**src/hw/bspc_defines.vh**
```
// constants for the buck switch protection control block
`ifndef BSPC_DEFINES_VH
`define BSPC_DEFINES_VH
// clock and switching rate
`define BSPC_CLK_HZ 20000000
`define BSPC_FSW_HZ 350000
`define BSPC_PERIOD_CYC (`BSPC_CLK_HZ / `BSPC_FSW_HZ)
// hiccup and soft-start timing, in switching cycles or ms
`define BSPC_OC_WAIT_SW 512
`define BSPC_OC_RESTART_SW 16384
`define BSPC_TH_RESTART_SW 32768
`define BSPC_SS_MS 5
`define BSPC_SS_CYC ((`BSPC_CLK_HZ / 1000) * `BSPC_SS_MS)
// soft-start level resolution and full-scale code
`define BSPC_SS_W 10
`define BSPC_SS_MAX 10'h3FF
// regulation reference, millivolts, and code on the soft-start scale
`define BSPC_VREF_MV 596
`define BSPC_VREF_CODE 10'h3FF
// register offsets
`define BSPC_REG_CTRL 4'h0
`define BSPC_REG_STATUS 4'h1
`define BSPC_REG_OCCNT 4'h2
`define BSPC_REG_SS 4'h3
// control field positions and reset value
`define BSPC_CTRL_SW_EN 0
`define BSPC_CTRL_RESET 8'h01
// main states
`define BSPC_ST_W 3
`endif

```
**src/hw/bspc_top.v**
```verilog
// switching cycle sequencer and protection for a synchronous buck stage
//
// Behaviour
// - high-side switch turns on at each fixed-rate oscillator period start.
// - peak current reaching loop level ends high-side, low-side runs to period end.
// - valley over limit at period end skips high-side, low-side stays on.
// - overload beyond 512 cycles stops switching, restart after 16384 cycles.
// - sink limit turns low-side off at once, both off until next period.
// - feedback above 118% blocks high-side until below 104%.
// - over 165C stop; below 155C count 32768 cycles then restart.
// - boot undervoltage forces high-side off; otherwise 100% duty allowed.
// - pre-biased start keeps both switches off until soft-start exceeds feedback.
// - soft-start level ramps over about 5 ms after every start.
// - enable input starts operation; low enable stops switching, idle state.
// - input supply undervoltage disables the controller.
// - switching controller always runs forced continuous, never skips light-load periods.
// - regulation target is lower of soft-start level and fixed reference.
`timescale 1ns/1ps
`default_nettype none
`include "bspc_defines.vh"
module bspc_top (
    input wire clk,
    input wire rst,
    input wire enable_pin,
    input wire supply_ok,
    input wire peak_trip,
    input wire valley_over,
    input wire sink_over,
    input wire ovp_high,
    input wire ovp_low,
    input wire boot_ok,
    input wire thermal_hot,
    input wire thermal_cool,
    input wire ss_above_fb,
    input wire [3:0] addr,
    input wire [7:0] wdata,
    input wire wr,
    input wire rd,
    output reg [7:0] rdata,
    output reg hs_on,
    output reg ls_on,
    output reg [`BSPC_SS_W-1:0] reg_target,
    output reg active,
    output reg forced_continuous_mode
);
    // ****************************************
    // states
    // ****************************************
    localparam [2:0] ST_IDLE = 3'h0;
    localparam [2:0] ST_PREBIAS = 3'h1;
    localparam [2:0] ST_RUN = 3'h2;
    localparam [2:0] ST_OC_WAIT = 3'h3;
    localparam [2:0] ST_TH_HOT = 3'h4;
    localparam [2:0] ST_TH_WAIT = 3'h5;

    // ****************************************
    // timing counts, cut to counter widths
    // ****************************************
    localparam [31:0] PERIOD_FULL = `BSPC_PERIOD_CYC;
    localparam [31:0] SS_STEP_FULL = `BSPC_SS_CYC / 1024;
    localparam [31:0] OC_WAIT_FULL = `BSPC_OC_WAIT_SW;
    localparam [31:0] OC_RESTART_FULL = `BSPC_OC_RESTART_SW;
    localparam [31:0] TH_RESTART_FULL = `BSPC_TH_RESTART_SW;
    localparam [15:0] PERIOD_DIV = PERIOD_FULL[15:0];
    localparam [15:0] SS_STEP_DIV = SS_STEP_FULL[15:0];
    localparam [9:0] OC_WAIT_N = OC_WAIT_FULL[9:0];
    localparam [15:0] OC_RESTART_N = OC_RESTART_FULL[15:0];
    localparam [15:0] TH_RESTART_N = TH_RESTART_FULL[15:0];

    // ****************************************
    // input synchronisers
    // ****************************************
    wire en_s;
    wire uv_ok_s;
    wire peak_s;
    wire valley_s;
    wire sink_s;
    wire ovh_s;
    wire ovl_s;
    wire boot_s;
    wire hot_s;
    wire cool_s;
    wire ssfb_s;
    wire [10:0] raw_in;
    wire [10:0] sync_out;
    assign raw_in = {enable_pin, supply_ok, peak_trip, valley_over, sink_over, ovp_high, ovp_low,
                     boot_ok, thermal_hot, thermal_cool, ss_above_fb};
    genvar gi;
    generate
        for (gi = 0; gi < 11; gi = gi + 1) begin : g_sync
            // flags from analog comparators are registered before any use
            bspc_sync u_sync (
                .clk(clk),
                .rst(rst),
                .d(raw_in[gi]),
                .q(sync_out[gi])
            );
        end
    endgenerate
    assign {en_s, uv_ok_s, peak_s, valley_s, sink_s, ovh_s, ovl_s, boot_s, hot_s, cool_s, ssfb_s} = sync_out;

    // ****************************************
    // period and soft-start tick dividers
    // ****************************************
    wire period_tick;
    wire ss_tick;
    wire run_enable;
    reg [7:0] ctrl;
    assign run_enable = en_s & uv_ok_s & ctrl[`BSPC_CTRL_SW_EN];
    // fixed-rate oscillator; keeps running so periods stay evenly spaced
    bspc_divider #(
        .W(16),
        .DIV(PERIOD_DIV)
    ) u_period (
        .clk(clk),
        .rst(rst),
        .run(1'b1),
        .tick(period_tick)
    );
    // one soft-start step per 1/1024 of the ramp time
    bspc_divider #(
        .W(16),
        .DIV(SS_STEP_DIV)
    ) u_ss (
        .clk(clk),
        .rst(rst),
        .run(1'b1),
        .tick(ss_tick)
    );

    // ****************************************
    // main sequencer
    // ****************************************
    reg [2:0] state;
    reg [2:0] next_state;
    reg [15:0] cyc_cnt;
    reg [9:0] oc_cnt;
    reg [`BSPC_SS_W-1:0] ss_level;
    reg ov_block;
    reg valley_skip;
    reg sink_cut;
    reg hs_done;
    reg overload;
    wire switching;
    assign switching = (state == ST_RUN);

    always @* begin
        next_state = state;
        case (state)
            ST_IDLE: begin
                if (run_enable) begin
                    next_state = ST_PREBIAS;
                end
            end
            ST_PREBIAS: begin
                // pre-biased output: hold both off until ramp passes feedback
                if (ssfb_s) begin
                    next_state = ST_RUN;
                end
            end
            ST_RUN: begin
                if (oc_cnt == OC_WAIT_N) begin
                    next_state = ST_OC_WAIT;
                end
            end
            ST_OC_WAIT: begin
                if (cyc_cnt == OC_RESTART_N) begin
                    next_state = ST_IDLE;
                end
            end
            ST_TH_HOT: begin
                if (cool_s) begin
                    next_state = ST_TH_WAIT;
                end
            end
            ST_TH_WAIT: begin
                if (hot_s) begin
                    next_state = ST_TH_HOT;
                end else if (cyc_cnt == TH_RESTART_N) begin
                    next_state = ST_IDLE;
                end
            end
            default: begin
                next_state = ST_IDLE;
            end
        endcase
        // shutdown takes priority over hiccup waits
        if (hot_s && state != ST_TH_HOT) begin
            next_state = ST_TH_HOT;
        end else if (!run_enable && state != ST_TH_HOT && state != ST_TH_WAIT) begin
            next_state = ST_IDLE;
        end
    end

    always @(posedge clk or posedge rst) begin
        if (rst) begin
            state <= ST_IDLE;
            cyc_cnt <= 16'h0000;
        end else begin
            state <= next_state;
            if (next_state != state) begin
                cyc_cnt <= 16'h0000;
            end else if (period_tick && cyc_cnt != 16'hFFFF) begin
                cyc_cnt <= cyc_cnt + 16'h0001;
            end
        end
    end

    // ****************************************
    // soft start and regulation target
    // ****************************************
    always @(posedge clk or posedge rst) begin
        if (rst) begin
            ss_level <= {`BSPC_SS_W{1'b0}};
        end else if (state == ST_IDLE || state == ST_OC_WAIT || state == ST_TH_HOT
                     || state == ST_TH_WAIT) begin
            ss_level <= {`BSPC_SS_W{1'b0}}; // hiccup restart begins from zero
        end else if (ss_tick && ss_level != `BSPC_SS_MAX) begin
            ss_level <= ss_level + 1'b1;
        end
    end

    always @(posedge clk or posedge rst) begin
        if (rst) begin
            reg_target <= {`BSPC_SS_W{1'b0}};
        end else begin
            // lower of ramp and reference
            reg_target <= (ss_level < `BSPC_VREF_CODE) ? ss_level : `BSPC_VREF_CODE;
        end
    end

    // ****************************************
    // cycle-by-cycle switch control
    // ****************************************
    always @(posedge clk or posedge rst) begin
        if (rst) begin
            ov_block <= 1'b0;
        end else if (ovh_s) begin
            ov_block <= 1'b1;
        end else if (!ovl_s) begin
            ov_block <= 1'b0;
        end
    end

    always @(posedge clk or posedge rst) begin
        if (rst) begin
            hs_on <= 1'b0;
            ls_on <= 1'b0;
            valley_skip <= 1'b0;
            sink_cut <= 1'b0;
            hs_done <= 1'b0;
            overload <= 1'b0;
        end else if (!switching) begin
            hs_on <= 1'b0;
            ls_on <= 1'b0;
            valley_skip <= 1'b0;
            sink_cut <= 1'b0;
            hs_done <= 1'b0;
            overload <= 1'b0;
        end else if (period_tick) begin
            // no light-load skipping: every period starts a fresh cycle
            sink_cut <= 1'b0;
            overload <= valley_s;
            valley_skip <= valley_s;
            if (valley_s || ov_block || !boot_s) begin
                hs_on <= 1'b0;
                ls_on <= 1'b1;
                hs_done <= 1'b1;
            end else begin
                hs_on <= 1'b1;
                ls_on <= 1'b0;
                hs_done <= 1'b0;
            end
        end else if (hs_on && (peak_s || ov_block || !boot_s)) begin
            // peak trip, overshoot guard or boot undervoltage end the on time
            hs_on <= 1'b0;
            ls_on <= ~sink_cut;
            hs_done <= 1'b1;
            // a peak trip is normal regulation, so only valley periods count as overload
        end else if (ls_on && sink_s) begin
            ls_on <= 1'b0;
            sink_cut <= 1'b1;
        end else if (!hs_on && !ls_on && hs_done && !sink_cut) begin
            ls_on <= 1'b1;
        end
        // a period with good boot and no trip simply holds high side: 100% duty
    end

    // ****************************************
    // overload counter
    // ****************************************
    always @(posedge clk or posedge rst) begin
        if (rst) begin
            oc_cnt <= 10'h000;
        end else if (!switching) begin
            oc_cnt <= 10'h000;
        end else if (period_tick) begin
            // long overloads only: one clean period clears the count
            if (overload) begin
                oc_cnt <= (oc_cnt == OC_WAIT_N) ? oc_cnt : oc_cnt + 10'h001;
            end else begin
                oc_cnt <= 10'h000;
            end
        end
    end

    // ****************************************
    // status outputs and register port
    // ****************************************
    always @(posedge clk or posedge rst) begin
        if (rst) begin
            active <= 1'b0;
            forced_continuous_mode <= 1'b0;
        end else begin
            active <= switching;
            forced_continuous_mode <= switching;
        end
    end

    always @(posedge clk or posedge rst) begin
        if (rst) begin
            ctrl <= `BSPC_CTRL_RESET;
            rdata <= 8'h00;
        end else begin
            if (wr && addr == `BSPC_REG_CTRL) begin
                ctrl <= wdata;
            end
            if (rd) begin
                case (addr)
                    `BSPC_REG_CTRL: rdata <= ctrl;
                    `BSPC_REG_STATUS: rdata <= {ov_block, valley_skip, sink_cut, hs_on, ls_on, state};
                    `BSPC_REG_OCCNT: rdata <= oc_cnt[9:2];
                    `BSPC_REG_SS: rdata <= ss_level[9:2];
                    default: rdata <= 8'h00;
                endcase
            end else begin
                rdata <= 8'h00;
            end
        end
    end
endmodule
`default_nettype wire

```
**src/hw/bspc_sync.v**
```verilog
// three-stage input synchroniser with agreement filter
`timescale 1ns/1ps
`default_nettype none
module bspc_sync (
    input wire clk,
    input wire rst,
    input wire d,
    output reg q
);
    reg s1;
    reg s2;
    reg s3;
    always @(posedge clk or posedge rst) begin
        if (rst) begin
            s1 <= 1'b0;
            s2 <= 1'b0;
            s3 <= 1'b0;
            q <= 1'b0;
        end else begin
            s1 <= d;
            s2 <= s1;
            s3 <= s2;
            // change only once second and third agree
            if (s2 == s3) begin
                q <= s3;
            end
        end
    end
endmodule
`default_nettype wire

```
**src/hw/bspc_divider.v**
```verilog
// counter that emits a one-cycle pulse every div cycles
`timescale 1ns/1ps
`default_nettype none
module bspc_divider #(
    parameter W = 16,
    parameter [W-1:0] DIV = 16'h0001
) (
    input wire clk,
    input wire rst,
    input wire run,
    output reg tick
);
    reg [W-1:0] cnt;
    always @(posedge clk or posedge rst) begin
        if (rst) begin
            cnt <= {W{1'b0}};
            tick <= 1'b0;
        end else if (!run) begin
            cnt <= {W{1'b0}};
            tick <= 1'b0;
        end else if (cnt == DIV - 1'b1) begin
            cnt <= {W{1'b0}};
            tick <= 1'b1;
        end else begin
            cnt <= cnt + 1'b1;
            tick <= 1'b0;
        end
    end
endmodule
`default_nettype wire

```
**config.mk**
```make
export PLATFORM = sky130hd
export DESIGN_NAME = bspc_top
export DESIGN_NICKNAME = d
export VERILOG_FILES = /design/src/hw/bspc_top.v /design/src/hw/bspc_sync.v /design/src/hw/bspc_divider.v
export VERILOG_INCLUDE_DIRS = /design/src /design/src/hw
export SDC_FILE = /design/constraint.sdc
export NUM_CORES = 1
export LEC_CHECK = 0
export ABC_AREA = 1
export BUFFER_PORTS_ARGS = -buffer_cell sky130_fd_sc_hd__buf_2
export CORE_AREA = 5 5 130 132
export CTS_CLUSTER_DIAMETER = 50
export CTS_CLUSTER_SIZE = 14
export DETAILED_ROUTE_END_ITERATION = 8
export DIE_AREA = 0 0 135 137
export GPL_TIMING_DRIVEN = 1
export PLACE_DENSITY_LB_ADDON = 0.3
export SLEW_MARGIN = 5
export SYNTH_ARGS = -nofsm -noshare
export SYNTH_HDL_FRONTEND = slang
export SYNTH_SLANG_ARGS = --single-unit
export TNS_END_PERCENT = 30
```
**constraint.sdc**
```tcl
create_clock -name clk -period 4.5 [get_ports clk]
set_input_delay 0.225 -clock clk [delete_from_list [all_inputs] [get_ports clk]]
set_output_delay 0.225 -clock clk [all_outputs]
set_load 0.01 [all_outputs]
```
==> key figures <==
Placed design
  – Post-DP HPWL: 9.319 mm
  – GPL Wtd Cong: 0.8880
  – IO Port Bufs: 48

Logic synthesis
  – Synth top area cells: dfrtp_1 (57%), inv_1 (6.0%), nor2_1 (5.2%)
  – Top cell type's share of synthesized area: 56.55%
  – Dominant cell type by area after synthesis: dfrtp_1
  – Yosys cell types: 43
  – Synth Warn #: 0
  – Part of the Yosys area used for sequential elements: 56.94%
  – Syn_nets: 725
  – Async SR Flop Fraction: 100.0%
  – Yosys reg bits: 150
  – Post-synth EDFFs: 0
  – Mean Syn Cell Area: 9.570 µm²
  – Mapped Area: 6594 µm²
  – Post-Syn Instances: 689
  – Synth Flop Type: dfrtp_1

Layout
  – Nets@finish: 793
  – Layout cells sized above 1: 14.42%
  – Post-layout util: 49.78%
  – Antenna diode count: 0
  – Area delta synth->final: 17.74%

Run
  – Max Cap Viol: 0

Critical path
  – Crit path capture type: register
  – CP required: 4.82 ns
  – CP Max Fanout: 10
  – Flop-to-flop setup slack: 2.48 ns
  – Worst Setup Start Kind: register
  – Worst R2R Path Depth: 7
  – Crit path kind: register to register
  – RR Startpoint: state[0]$_DFF_PP0_
  – Arrival time at the worst endpoint: 2.34 ns
  – RR Endpoint: oc_cnt[8]$_DFFE_PP0P_

Detailed routing
  – Iter 0 DRT Violations: 359
  – Vias/cell: 4.926
  – DRC: 0
  – Via Count: 4857
  – WL final: 12.99 mm
  – Routed Antenna Nets: 0
  – DR WL/cell: 13.17 µm
  – 1st-pass router iterations: 5

STA
  – Period utilization: 44.95%
  – Max Clock Freq: 0.4944 GHz
  – Total negative slack: 0 ns
  – Fin. Hold Viols: 0
  – Slew Limit Fails: 0
  – RSZ-0062 raised after global routing: false
  – Least-Margin Pin Slew: 1.199 ns
  – Max-slew headroom at the worst pin: 19.33%
  – Tmin final: 2.023 ns
  – Worst Skew: 0.008338 ns
  – Final setup vio count: 0

Floorplanning
  – Die ar.: 18500 µm²
  – Die Span Y: 137 µm
  – FP Rows: 46
  – Core area: 15600 µm²
  – Width of the die: 135 µm
  – Num ports: 49
  – Effective utilization at floorplan: 42.27%

CTS
  – Maximum clock path buffer count: 2
  – CTS HTree Levels: 4
  – TritonCTS Buffers: 17
  – TritonCTS clock tree: done
  – Buffer count from post-CTS setup fixing: 0
  – Number of clock sinks: 150
  – Root buffer cell: clkbuf_16
  – Skew-Pair Late Insertion Delay: 0.42 ns
  – Reg clk slew, reported paths: 0.06 ns

Power and ir drop
  – Leak Pwr: 3.638 nW
  – Final Power: 3.114 mW
  – Max VDD drop: 0.0003054 V
  – PD cells: 401.0 nW/µm²

Global routing
  – Initial antenna violation count: 0
  – Global route total overflow: 0
  – Largest net degree at the start of global routing: 124
  – Via count of the first global-routing pass: 4686
  – Gr usage total: 14.93%
  – First-pass GRT wire length: 21.88 mm

Status
  – Outcome: completed

Hold path
  – Hold Path Class: input pin to asynchronous set/reset pin
-- placed cells by master, fill, tap and decap left out, drive strengths merged, types with 9 or more instances in the layout --
cell,netlist,final
clkbuf,9,21
a221oi,9,9
nand3,52,52
xor2,19,19
a21oi,27,27
dfrtp,149,149
o21ai,23,23
buf,2,49
ha,9,9
nor3,24,24
nand2,78,78
dlygate4sd3,0,11
o22ai,11,11
nand4,15,15
maj3,11,11
inv,111,113
nor2,108,108
-- power breakdown --
group	internal (mW)	total [mW]	switching, mW	leakage, nW
Sequential	1.40	1.43	0.0367	1.93
Clock	0.888	1.43	0.539	0.292
Combinational	0.0731	0.252	0.179	1.42
Total	2.36	3.11	0.755	3.64
-- per-stage QoR --
stage	setup slack (ns)	hold slack [ns]	cell area (µm²)	cells
6_report	2.477	0.03677	7764	986
5_1_grt	2.297	0.05123	7764	986
4_1_cts	2.514	0.03423	7764	986
3_5_place_dp	2.514	0.3343	7056	943
3_3_place_gp	2.621	0.3316	7056	943
2_1_floorplan	0.2403	0.2564	6594	689
-- kinds of logic (layout without fill, tap and decap cells) --
kind of cell    after synthesis  count (layout)  share of synthesized area, %
flops                       150             150                         56.95
buf+inv                     122             203                         7.287
simple gates                291             291                         21.29
compound gates               83              83                         8.046
fa+ha+maj                    20              20                         3.378
xor+xnor                     23              23                         3.055
-- worst max-delay path by stage --
stage	slack [ns]	to	startpoint	cells past startpoint
2_1_floorplan	0.24	ctrl[1]$_DFFE_PP0P_	rst	1
3_3_place_gp	2.62	cyc_cnt[15]$_DFFE_PP0P_	state[1]$_DFF_PP0_	9
3_5_place_dp	2.51	cyc_cnt[7]$_DFFE_PP0P_	cyc_cnt[0]$_DFFE_PP0P_	12
4_1_cts	2.51	oc_cnt[8]$_DFFE_PP0P_	state[0]$_DFF_PP0_	7
5_1_grt	2.30	ss_level[4]$_DFFE_PP0P_	ss_level[0]$_DFFE_PP0P_	11
6_report	2.48	oc_cnt[8]$_DFFE_PP0P_	state[0]$_DFF_PP0_	7
-- layer usage --
metal	share of wire, %	global-route usage (%)
met4	2.7	7.335
met2	49	24.43
met1	44	18.70
met3	4.5	3.529
met5	0	0
-- flip-flops by register name, summed over array words and instances, names as in the netlist --
signal,flops
cyc_cnt,16
u_period.cnt,16
u_ss.cnt,16
g_sync.u_sync.q,11
g_sync.u_sync.s1,11
g_sync.u_sync.s2,11
g_sync.u_sync.s3,11
oc_cnt,10
reg_target,10
ss_level,10
ctrl,8
rdata,8
state,3
forced_continuous_mode,1
hs_done,1
hs_on,1
ls_on,1
ov_block,1
overload,1
sink_cut,1
u_period.tick,1
u_ss.tick,1
-- cells in the mapped netlist (12+ instances only) --
cell     number
a21oi_1      24
dfrtp_1     149
inv_1       106
nand2_1      76
nand3_1      50
nand4_1      15
nor2_1       92
nor2_4       12
nor3_1       22
o21ai_0      23
xor2_1       19
-- cell type report --
cell class	count	area (µm²)
tap	216	270.3
fill	1417	7834
clock buffer	21	450.4
multi-input combinational	417	2359
clock inverter	11	147.6
timing repair buffer	60	357.8
inverter	111	424.2
sequential	150	3755
-- critical path: stages (launching register included) --
cell     delay (ns)
dfrtp_1        0.57
inv_2          0.13
nand3_4        0.15
nor2_1         0.14
a21oi_4        0.26
inv_1          0.20
o21ai_0        0.21
nor3b_1        0.26
-- timing repair --
action,in CTS,in global routing
resized for setup,0,0
hold buffers,11,0
hold endpoints to repair,11,0
Power figures use the tool's default switching activity.
